File: config.mk
export PLATFORM = sky130hd
export DESIGN_NAME = tlc_timer
export DESIGN_NICKNAME = d
export VERILOG_FILES = /design/src/tlc_pkg.sv /design/src/tlc_timer.sv /design/src/tlc_sync.sv /design/src/tlc_prescale.sv
export SDC_FILE = /design/constraint.sdc
export NUM_CORES = 1
export LEC_CHECK = 0
export BUFFER_PORTS_ARGS = -buffer_cell sky130_fd_sc_hd__buf_2
export CORE_MARGIN = 2
export CORE_UTILIZATION = 45
export DETAILED_ROUTE_END_ITERATION = 8
export SLEW_MARGIN = 20
export SYNTH_ARGS = -nofsm -noshare
export SYNTH_HDL_FRONTEND = slang
export SYNTH_SLANG_ARGS = --single-unit
File: constraint.sdc
create_clock -name mclk -period 5 [get_ports mclk]
set_input_delay 0.25 -clock mclk [delete_from_list [all_inputs] [get_ports mclk]]
set_output_delay 0.25 -clock mclk [all_outputs]
set_load 0.05 [all_outputs]
File: src/tlc_pkg.sv
// package: register map, field positions and reset values of the low timer control block
package tlc_pkg;
	localparam int          TLC_ADDR_W        = 4;
	localparam logic [3:0]  TLC_OFS_CTRL      = 4'h0;
	localparam logic [3:0]  TLC_OFS_LOW_CNT   = 4'h1;
	localparam logic [3:0]  TLC_OFS_HIGH_CNT  = 4'h2;
	localparam logic [3:0]  TLC_OFS_LOW_PER   = 4'h3;
	localparam logic [3:0]  TLC_OFS_HIGH_PER  = 4'h4;
	localparam logic [3:0]  TLC_OFS_STATUS    = 4'h5;
	localparam logic [3:0]  TLC_OFS_MASK      = 4'h6;
	localparam logic [3:0]  TLC_OFS_HIGH_CTRL = 4'h7;
	localparam int          TLC_BIT_RUN       = 15;
	localparam int          TLC_BIT_IDLE_STOP = 13;
	localparam int          TLC_BIT_GATE      = 6;
	localparam int          TLC_BIT_PS_HI     = 5;
	localparam int          TLC_BIT_PS_LO     = 4;
	localparam int          TLC_BIT_CHAIN     = 3;
	localparam int          TLC_BIT_CSRC      = 1;
	localparam logic [15:0] TLC_CTRL_WMASK    = 16'hA07A;
	localparam logic [15:0] TLC_HCTRL_WMASK   = 16'hA072;
	localparam logic [15:0] TLC_CTRL_RESET    = 16'h0000;
	localparam logic [15:0] TLC_PER_RESET     = 16'hFFFF;
	localparam int          TLC_ST_LOW        = 0;
	localparam int          TLC_ST_HIGH       = 1;
	localparam logic [7:0]  TLC_DIV_8         = 8'h07;
	localparam logic [7:0]  TLC_DIV_64        = 8'h3F;
	localparam logic [7:0]  TLC_DIV_256       = 8'hFF;

	typedef struct packed {
		logic        run;
		logic        idle_stop;
		logic        gate_en;
		logic [1:0]  prescale;
		logic        chain;
		logic        csrc;
	} tlc_ctrl_t;

	function automatic tlc_ctrl_t tlc_decode(input logic [15:0] r);
		tlc_ctrl_t c;
		c.run       = r[TLC_BIT_RUN];
		c.idle_stop = r[TLC_BIT_IDLE_STOP];
		c.gate_en   = r[TLC_BIT_GATE];
		c.prescale  = r[TLC_BIT_PS_HI:TLC_BIT_PS_LO];
		c.chain     = r[TLC_BIT_CHAIN];
		c.csrc      = r[TLC_BIT_CSRC];
		return c;
	endfunction : tlc_decode
endpackage : tlc_pkg

File: src/tlc_timer.sv
// low timer of a timer pair with its control fields, chaining to the upper timer
//
// The address map and strobed register access were decided locally.
`timescale 1ns/10ps
module tlc_timer
	import tlc_pkg::*;
(
	input  wire logic        mclk,
	input  wire logic        reset_n,
	input  wire logic        idle_mode,
	input  wire logic        gate_in,
	input  wire logic        ext_count_pin,
	input  wire logic        high_gate_in,
	input  wire logic [3:0]  addr,
	input  wire logic [15:0] wdata,
	input  wire logic        wr,
	input  wire logic        rd,
	output logic [15:0]      rdata,
	output logic             irq,
	output logic             low_match,
	output logic             high_match
);
	logic [15:0] ctrl_reg;
	logic [15:0] hctrl_reg;
	logic [15:0] low_count_reg;
	logic [15:0] high_count_reg;
	logic [15:0] low_period_reg;
	logic [15:0] high_period_reg;
	logic [1:0]  status_reg;
	logic [1:0]  mask_reg;
	logic [15:0] rdata_reg;
	logic        irq_reg;
	logic        low_match_reg;
	logic        high_match_reg;
	tlc_ctrl_t   lc;
	tlc_ctrl_t   hc;
	logic        gate_s;
	logic        hgate_s;
	logic        ext_rise;
	logic        low_active;
	logic        high_active;
	logic        low_src;
	logic        high_src;
	logic        low_tick;
	logic        high_tick;
	logic        low_hit;
	logic        high_hit;
	logic        chain_hit;
	logic [1:0]  ev;
	logic [1:0]  status_next;
	logic [1:0]  mask_next;

	assign lc = tlc_decode(ctrl_reg);
	assign hc = tlc_decode(hctrl_reg);

	tlc_sync u_gate_sync (
		.mclk    (mclk),
		.reset_n (reset_n),
		.din     (gate_in),
		.level   (gate_s),
		.rise    ()
	);

	tlc_sync u_hgate_sync (
		.mclk    (mclk),
		.reset_n (reset_n),
		.din     (high_gate_in),
		.level   (hgate_s),
		.rise    ()
	);

	tlc_sync u_ext_sync (
		.mclk    (mclk),
		.reset_n (reset_n),
		.din     (ext_count_pin),
		.level   (),
		.rise    (ext_rise)
	);

	// idle halts only when idle_stop is set
	assign low_active  = lc.run && !(idle_mode && lc.idle_stop);
	assign high_active = hc.run && !(idle_mode && hc.idle_stop);

	// low timer external edges ignore the gate, upper timer running alone counts nothing on external select; internal clock may be gated
	always_comb begin
		if (lc.csrc)
			low_src = ext_rise;
		else
			low_src = !lc.gate_en || gate_s;
		if (hc.csrc)
			high_src = 1'b0;
		else
			high_src = !hc.gate_en || hgate_s;
	end

	tlc_prescale u_low_ps (
		.mclk     (mclk),
		.reset_n  (reset_n),
		.clear    (!low_active),
		.tick_in  (low_src && low_active),
		.sel      (lc.prescale),
		.tick_out (low_tick)
	);

	// upper prescaler only serves the upper timer when running alone
	tlc_prescale u_high_ps (
		.mclk     (mclk),
		.reset_n  (reset_n),
		.clear    (!high_active || lc.chain),
		.tick_in  (high_src && high_active && !lc.chain),
		.sel      (hc.prescale),
		.tick_out (high_tick)
	);

	assign low_hit   = low_count_reg == low_period_reg;
	assign high_hit  = high_count_reg == high_period_reg;
	assign chain_hit = low_hit && high_hit;

	// counters; a software write to a count register wins over a tick
	always_ff @(posedge mclk or negedge reset_n) begin
		if (!reset_n) begin
			low_count_reg  <= 16'h0000;
			high_count_reg <= 16'h0000;
		end else begin
			if (wr && addr == TLC_OFS_LOW_CNT)
				low_count_reg <= wdata;
			else if (low_tick) begin
				if (lc.chain ? chain_hit : low_hit)
					low_count_reg <= 16'h0000;
				else
					low_count_reg <= low_count_reg + 16'h0001;
			end
			if (wr && addr == TLC_OFS_HIGH_CNT)
				high_count_reg <= wdata;
			else if (lc.chain && low_tick) begin
				if (chain_hit)
					high_count_reg <= 16'h0000;
				else if (low_count_reg == 16'hFFFF)
					high_count_reg <= high_count_reg + 16'h0001;
			end else if (!lc.chain && high_tick) begin
				if (high_hit)
					high_count_reg <= 16'h0000;
				else
					high_count_reg <= high_count_reg + 16'h0001;
			end
		end
	end

	// chained match reports through the upper flag only
	always_comb begin
		ev = 2'b00;
		if (lc.chain)
			ev[TLC_ST_HIGH] = low_tick && chain_hit;
		else begin
			ev[TLC_ST_LOW]  = low_tick && low_hit;
			ev[TLC_ST_HIGH] = high_tick && high_hit;
		end
	end

	// set wins over a write-one-to-clear in the same cycle
	always_comb begin
		status_next = status_reg;
		if (wr && addr == TLC_OFS_STATUS)
			status_next = status_reg & ~wdata[1:0];
		status_next = status_next | ev;
	end

	always_ff @(posedge mclk or negedge reset_n) begin
		if (!reset_n)
			status_reg <= 2'b00;
		else
			status_reg <= status_next;
	end

	// a mask write counts in its own cycle, so irq never lags a freshly unmasked bit
	always_comb begin
		mask_next = mask_reg;
		if (wr && addr == TLC_OFS_MASK)
			mask_next = wdata[1:0];
	end

	always_ff @(posedge mclk or negedge reset_n) begin
		if (!reset_n) begin
			ctrl_reg        <= TLC_CTRL_RESET;
			hctrl_reg       <= TLC_CTRL_RESET;
			low_period_reg  <= TLC_PER_RESET;
			high_period_reg <= TLC_PER_RESET;
			mask_reg        <= 2'b00;
		end else if (wr) begin
			case (addr)
				TLC_OFS_CTRL:      ctrl_reg <= wdata & TLC_CTRL_WMASK;
				TLC_OFS_HIGH_CTRL: hctrl_reg <= wdata & TLC_HCTRL_WMASK;
				TLC_OFS_LOW_PER:   low_period_reg <= wdata;
				TLC_OFS_HIGH_PER:  high_period_reg <= wdata;
				TLC_OFS_MASK:      mask_reg <= wdata[1:0];
				default:           ;
			endcase
		end
	end

	always_ff @(posedge mclk or negedge reset_n) begin
		if (!reset_n)
			rdata_reg <= 16'h0000;
		else if (rd) begin
			case (addr)
				TLC_OFS_CTRL:      rdata_reg <= ctrl_reg;
				TLC_OFS_HIGH_CTRL: rdata_reg <= hctrl_reg;
				TLC_OFS_LOW_CNT:   rdata_reg <= low_count_reg;
				TLC_OFS_HIGH_CNT:  rdata_reg <= high_count_reg;
				TLC_OFS_LOW_PER:   rdata_reg <= low_period_reg;
				TLC_OFS_HIGH_PER:  rdata_reg <= high_period_reg;
				TLC_OFS_STATUS:    rdata_reg <= {14'h0, status_reg};
				TLC_OFS_MASK:      rdata_reg <= {14'h0, mask_reg};
				default:           rdata_reg <= 16'h0000;
			endcase
		end else
			rdata_reg <= 16'h0000;
	end

	always_ff @(posedge mclk or negedge reset_n) begin
		if (!reset_n) begin
			irq_reg        <= 1'b0;
			low_match_reg  <= 1'b0;
			high_match_reg <= 1'b0;
		end else begin
			irq_reg        <= |(status_next & mask_next);
			low_match_reg  <= ev[TLC_ST_LOW];
			high_match_reg <= ev[TLC_ST_HIGH];
		end
	end

	assign rdata      = rdata_reg;
	assign irq        = irq_reg;
	assign low_match  = low_match_reg;
	assign high_match = high_match_reg;

	property p_idle_hold;
		@(posedge mclk) disable iff (!reset_n)
		(idle_mode && lc.idle_stop && !wr) |=> $stable(low_count_reg);
	endproperty
	a_idle_hold: assert property (p_idle_hold) else $error("low count moved while stopped in idle");

	property p_ext_ignores_gate;
		@(posedge mclk) disable iff (!reset_n)
		(lc.csrc && lc.run && !idle_mode && lc.prescale == 2'h0 && ext_rise) |-> low_tick;
	endproperty
	a_ext_ignores_gate: assert property (p_ext_ignores_gate) else $error("external edge lost to gate");

	property p_gate_blocks;
		@(posedge mclk) disable iff (!reset_n)
		(!lc.csrc && lc.gate_en && !gate_s) |-> !low_tick;
	endproperty
	a_gate_blocks: assert property (p_gate_blocks) else $error("tick while gate low");

	property p_div8;
		@(posedge mclk) disable iff (!reset_n)
		(low_tick && lc.prescale == 2'h1) |=> !low_tick [*7];
	endproperty
	a_div8: assert property (p_div8) else $error("1:8 prescale ticked early");

	property p_div1;
		@(posedge mclk) disable iff (!reset_n)
		(low_active && !lc.csrc && !lc.gate_en && lc.prescale == 2'h0 && $stable(ctrl_reg)) |-> low_tick;
	endproperty
	a_div1: assert property (p_div1) else $error("1:1 prescale missed a cycle");

	property p_chain_carry;
		@(posedge mclk) disable iff (!reset_n)
		(lc.chain && low_tick && !chain_hit && low_count_reg == 16'hFFFF && !wr)
			|=> (high_count_reg == $past(high_count_reg) + 16'h0001 && low_count_reg == 16'h0000);
	endproperty
	a_chain_carry: assert property (p_chain_carry) else $error("32-bit carry wrong");

	property p_chain_flag;
		@(posedge mclk) disable iff (!reset_n)
		lc.chain |-> !ev[TLC_ST_LOW];
	endproperty
	a_chain_flag: assert property (p_chain_flag) else $error("low flag raised in 32-bit mode");

	property p_run_off;
		@(posedge mclk) disable iff (!reset_n)
		(!lc.run && !wr) |=> (low_count_reg == $past(low_count_reg));
	endproperty
	a_run_off: assert property (p_run_off) else $error("counted with run_enable clear");

	property p_match_wrap;
		@(posedge mclk) disable iff (!reset_n)
		(!lc.chain && low_tick && low_hit && !wr) |=> (low_count_reg == 16'h0000 && status_reg[TLC_ST_LOW]);
	endproperty
	a_match_wrap: assert property (p_match_wrap) else $error("period match did not wrap and flag");

	property p_irq;
		@(posedge mclk) disable iff (!reset_n)
		irq == |(status_reg & mask_reg);
	endproperty
	a_irq: assert property (p_irq) else $error("interrupt level does not follow status and mask");

	function automatic logic [8:0] tlc_div_len(input logic [1:0] ps);
		case (ps)
			2'h3:    return {1'b0, TLC_DIV_256} + 9'h001;
			2'h2:    return {1'b0, TLC_DIV_64} + 9'h001;
			2'h1:    return {1'b0, TLC_DIV_8} + 9'h001;
			default: return 9'h001;
		endcase
	endfunction : tlc_div_len

	// cycles since the last tick; only trusted while source, gate and control hold still
	logic [8:0] gap_reg;
	logic       gap_ok_reg;
	logic       gap_steady;

	assign gap_steady = low_active && !lc.csrc && !lc.gate_en && !(wr && addr == TLC_OFS_CTRL);

	always_ff @(posedge mclk or negedge reset_n) begin
		if (!reset_n)
			gap_reg <= 9'h000;
		else if (low_tick)
			gap_reg <= 9'h001;
		else if (gap_reg != 9'h1FF)
			gap_reg <= gap_reg + 9'h001;
	end

	// the first tick after any change only arms the check, its spacing is not defined
	always_ff @(posedge mclk or negedge reset_n) begin
		if (!reset_n)
			gap_ok_reg <= 1'b0;
		else if (!gap_steady)
			gap_ok_reg <= 1'b0;
		else if (low_tick)
			gap_ok_reg <= 1'b1;
	end

	property p_div_gap;
		@(posedge mclk) disable iff (!reset_n)
		(low_tick && gap_ok_reg && gap_steady) |-> (gap_reg == tlc_div_len(lc.prescale));
	endproperty
	a_div_gap: assert property (p_div_gap) else $error("prescaled tick spacing wrong");

	property p_high_alone;
		@(posedge mclk) disable iff (!reset_n)
		(!lc.chain && !high_tick && !wr) |=> $stable(high_count_reg);
	endproperty
	a_high_alone: assert property (p_high_alone) else $error("upper count moved without its own tick");
endmodule : tlc_timer

File: src/tlc_sync.sv
// two-flop synchroniser with rising-edge pulse taken from the second stage
`timescale 1ns/10ps
module tlc_sync (
	input  wire logic mclk,
	input  wire logic reset_n,
	input  wire logic din,
	output logic      level,
	output logic      rise
);
	logic meta_reg;
	logic sync_reg;
	logic last_reg;

	always_ff @(posedge mclk or negedge reset_n) begin
		if (!reset_n) begin
			meta_reg <= 1'b0;
			sync_reg <= 1'b0;
			last_reg <= 1'b0;
		end else begin
			meta_reg <= din;
			sync_reg <= meta_reg;
			last_reg <= sync_reg;
		end
	end

	assign level = sync_reg;
	assign rise  = sync_reg & ~last_reg;
endmodule : tlc_sync

File: src/tlc_prescale.sv
// input prescaler: one tick out per 1, 8, 64 or 256 ticks in
`timescale 1ns/10ps
module tlc_prescale
	import tlc_pkg::*;
(
	input  wire logic       mclk,
	input  wire logic       reset_n,
	input  wire logic       clear,
	input  wire logic       tick_in,
	input  wire logic [1:0] sel,
	output logic            tick_out
);
	logic [7:0] div_reg;
	logic [7:0] limit;

	always_comb begin
		case (sel)
			2'h3:    limit = TLC_DIV_256;
			2'h2:    limit = TLC_DIV_64;
			2'h1:    limit = TLC_DIV_8;
			default: limit = 8'h00;
		endcase
	end

	always_ff @(posedge mclk or negedge reset_n) begin
		if (!reset_n)
			div_reg <= 8'h00;
		else if (clear)
			div_reg <= 8'h00;
		else if (tick_in)
			div_reg <= (div_reg >= limit) ? 8'h00 : div_reg + 8'h01;
	end

	assign tick_out = tick_in && (div_reg >= limit);
endmodule : tlc_prescale

==> flow_metrics.py <==
metrics = {
    "synthesis": {
        "ys.flop_type": "dfrtp_1",
        "async_flop_share_pct": 100,
        "synth_fa_ha_area_share_pct": 2.98,
        "synthXorXnorAreaFrac_pct": 4.56,
        "yosysUniqueCellTypes": 57,
        "synth_cells": 664,
        "synth-simple-area-share_pct": 15.7,
        "syn-cell-area_mm2": 0.00673,
        "ys_warn_count": 0,
        "synth_top_family_by_area": "compound AO/OA/AOI/OAI gates",
        "ys_ff_latch": 123,
        "muxShareOfSynthArea_pct": 8.01,
        "avgSynthCellArea_um2": 10.1,
        "yosysSeqAreaShare_pct": 46.3,
        "synth_compound_area_share_pct": 19.4,
        "syn-num-nets": 708,
        "synth_edf_count": 0,
    },
    "floorplanning": {
        "die-width_um": 126,
        "initial_utilization_pct": 46.1,
        "dieArea_mm2": 0.0159,
        "io_pins": 47,
        "num_rows": 44,
        "core_mm2": 0.0146,
        "die_h_um": 126,
    },
    "sta": {
        "clock.fmax_ghz": 0.314,
        "rsz0062_at_grt": "false",
        "worst_slack_ps": 1820,
        "tightest_slew_ps": 1020,
        "holdWs_ps": 156,
        "tns_ps": 0,
        "fin_skew_ps": 11.7,
        "hold_viol": 0,
        "period_needed_ps": 3180,
        "drv_slew": 0,
        "max_slew_margin_pct": 31.4,
        "finalSetupViolCount": 0,
        "post-route-period-util_pct": 63.6,
    },
    "worst_setup_path": {
        "r2r_end": "high_count_reg[9]$_DFFE_PN0P_",
        "start_kind": "flip-flop",
        "cp_num_cells": 9,
        "cp.arrival_ps": 3480,
        "criticalPathCategory": "flip-flop to flip-flop",
        "end_kind": "flip-flop",
        "required_ps": 5300,
        "r2r_cells": 9,
        "r2r_slack_ps": 1820,
        "critical_path.max_stage_delay_ps": 570,
        "cp-endpoint": "high_count_reg[9]$_DFFE_PN0P_",
        "cp_cell_sequence": "inv_1 > ha_1 > a21oi_1 > o21ai_0 > a21oi_1 > a21bo_2 > a2bb2oi_4 > o21ai_0 > a22o_1",
        "path_buf_inv": 1,
        "slowest_stage": "a2bb2oi_4",
        "r2r-start": "ctrl_reg[5]$_DFFE_PN0P_",
        "crit_path_start": "ctrl_reg[5]$_DFFE_PN0P_",
        "path_max_fanout": 27,
        "cp_top_family": "compound AO/OA/AOI/OAI gates",
    },
    "clock_tree": {
        "cts_tree": "built",
        "cts_hold_repair.buffers": 3,
        "clk_pin_slew_worst_paths_ps": 60,
        "cts_setup_buffers": 0,
        "root_buffer": "clkbuf_16",
        "cts.htree.levels": 4,
        "tritoncts.num_buffers": 17,
        "cts_sinks": 123,
        "clockBufferDepth": 2,
        "clk_latency_ps": 420,
        "post_cts_resized": 0,
    },
    "placed_design": {
        "dpl_cell_area_mm2": 0.00707,
        "gp_congestion": 0.890,
        "pre_cts_ws_ps": 1700,
        "numPortBuffers": 46,
        "place_hpwl_um": 13300,
    },
    "final_layout": {
        "syn_to_final_growth_pct": 14.6,
        "final_area_mm2": 0.00771,
        "final_layout_size_suffix_gt1_share_pct": 24.9,
        "fillerInstances": 1320,
        "num_antenna_cells": 0,
        "num-nets-final": 749,
    },
    "power_and_ir_drop": {
        "power_w": 0.00322,
        "intPower_w": 0.00223,
        "switching_share_pct": 30.6,
        "clkPwrFrac_pct": 37.3,
        "p_leak_nw": 3.31,
        "irDropWorstVdd_mv": 0.266,
        "power_frac_comb_pct": 17.8,
        "p_per_area_mw_per_mm2": 418,
        "seq_power_share_pct": 44.9,
        "p_sw_w": 0.000984,
    },
    "global_route": {
        "grt_pass1_vias": 5410,
        "antenna_found_initial": 0,
        "gr-total-overflow": 0,
        "grt.total_usage_pct": 24.5,
        "grt_pass1_wl_um": 30200,
        "grt_max_degree": 88,
    },
    "worst_hold_path": {
        "holdCritPathClass": "primary input to flip-flop",
    },
    "drt": {
        "routed-wl-met3_um": 1110,
        "wl_per_cell_um": 21.1,
        "viasPerCell": 6.20,
        "top_layer_used": "met4",
        "firstDrtPassIters": 7,
        "vias": 5590,
        "finalWirelength_um": 19000,
        "wl_met2_um": 9100,
        "drc_errors": 0,
        "postRouteAntennaNets": 0,
        "drtIter0Drc": 614,
        "wl_met1_um": 8340,
    },
    "flow_run": {
        "maxCapViolations": 0,
    },
    "status": {
        "outcome": "completed",
    },
}
[metal layers]
layer	GRT usage (%)	up-vias
met1	34.3	2819
met2	37.9	193
met4	8.47	0
li1	-	2543
met5	0	-
met3	5.18	35
[worst min path at each step]
stage	from	end	slack [ps]	cells past startpoint
floorplan	reset_n	ctrl_reg[13]$_DFFE_PN0P_	-50	0
global placement	u_hgate_sync.meta_reg$_DFF_PN0_	u_hgate_sync.level$_DFF_PN0_	330	0
detailed placement	u_gate_sync.meta_reg$_DFF_PN0_	u_gate_sync.level$_DFF_PN0_	340	0
CTS	reset_n	u_low_ps.div_reg[3]$_DFFE_PN0P_	90	1
global route	wdata[2]	low_period_reg[2]$_DFFE_PN1P_	160	2
finish	wdata[2]	low_period_reg[2]$_DFFE_PN1P_	160	2
[worst reg2reg max path: stages (launching register included)]
cell and delay [ps]:
dfrtp_1 450, inv_1 80, ha_1 320, a21oi_1 200, o21ai_0 150, a21oi_1 350
a21bo_2 430, a2bb2oi_4 580, o21ai_0 240, a22o_1 270
[cells by family (layout without fill, tap and decap cells)]
family / after synthesis / count (layout)
compound gates: 194 / 194
xor+xnor: 35 / 35
fa+ha+maj: 16 / 16
buf+inv: 45 / 99
flops: 123 / 123
mux: 48 / 48
simple gates: 203 / 203
[power groups by stage]
stage / Clock, W / Combinational (W) / Sequential [W]
final: 0.00120 / 0.000572 / 0.00145
after global routing: 0.00126 / 0.000634 / 0.00147
after CTS: 0.00122 / 0.000571 / 0.00144
after detailed placement: 0 / 0.000566 / 0.00145
after global placement: 0 / 0.000545 / 0.00144
after floorplan: 0 / 0.000426 / 0.00137
[area by class of cell]
cell class | instances | area [um2] | area share (%)
Clock inverter | 8 | 92.6 | 1.20
Tap cell | 184 | 230 | 2.99
Multi-Input combinational cell | 496 | 3420 | 44.4
Clock buffer | 24 | 482 | 6.25
Sequential cell | 123 | 3120 | 40.4
Inverter | 12 | 45.0 | 0.584
Timing Repair Buffer | 55 | 318 | 4.12
[synth_stat cells (5+ instances only)]
master     n  area share, %
a21oi_1   25            1.9
a22o_1    15            2.0
a22oi_1   46            5.1
a31oi_1   16            1.5
and3_1    15            1.4
buf_2      8           0.60
clkbuf_1  18            1.0
dfrtp_1   91             34
dfstp_2   32             12
ha_1      16            3.0
inv_1     12           0.67
mux2_2    47            7.9
nand2_1   55            3.1
nand2b_1  14            1.3
nand3_1   16            1.2
nand3b_1   5           0.56
nand4_1    8           0.74
nor2_1    44            2.5
nor2b_1    6           0.56
nor3_1     6           0.45
nor4_1     9           0.84
o21ai_0   47            3.5
o21ai_1   13           0.97
o31ai_1    7           0.78
or3_1      5           0.46
xor2_1    35            4.6
[cell usage in the layout (no fill, tap or decap), types with 4 or more instances in the layout]
cell,n
nor3_1,5
and2_1,4
dfrtp_1,91
a31oi_1,16
mux2_2,47
xor2_1,35
o21ai_0,47
dfstp_2,32
o21ai_1,13
or3_1,5
nor2b_1,6
nand3b_1,5
nand2b_1,14
inv_1,12
clkbuf_16,17
nor4_1,9
a22o_1,15
a21oi_1,25
dlygate4sd3_1,4
clkbuf_1,4
nand2_1,55
nand4_1,8
o41ai_1,4
buf_2,45
buf_4,4
clkinv_2,5
ha_1,16
o31ai_1,7
nor2_1,44
and3_1,15
a22oi_1,46
nand3_1,16
[stage by stage]
step                      util, %  instances
final                        52.8        902
after global routing         52.8        902
after CTS                    52.6        900
after detailed placement     48.5        865
after global placement       48.4        865
after floorplan                 -        664
(Power assumes the default switching activity.)
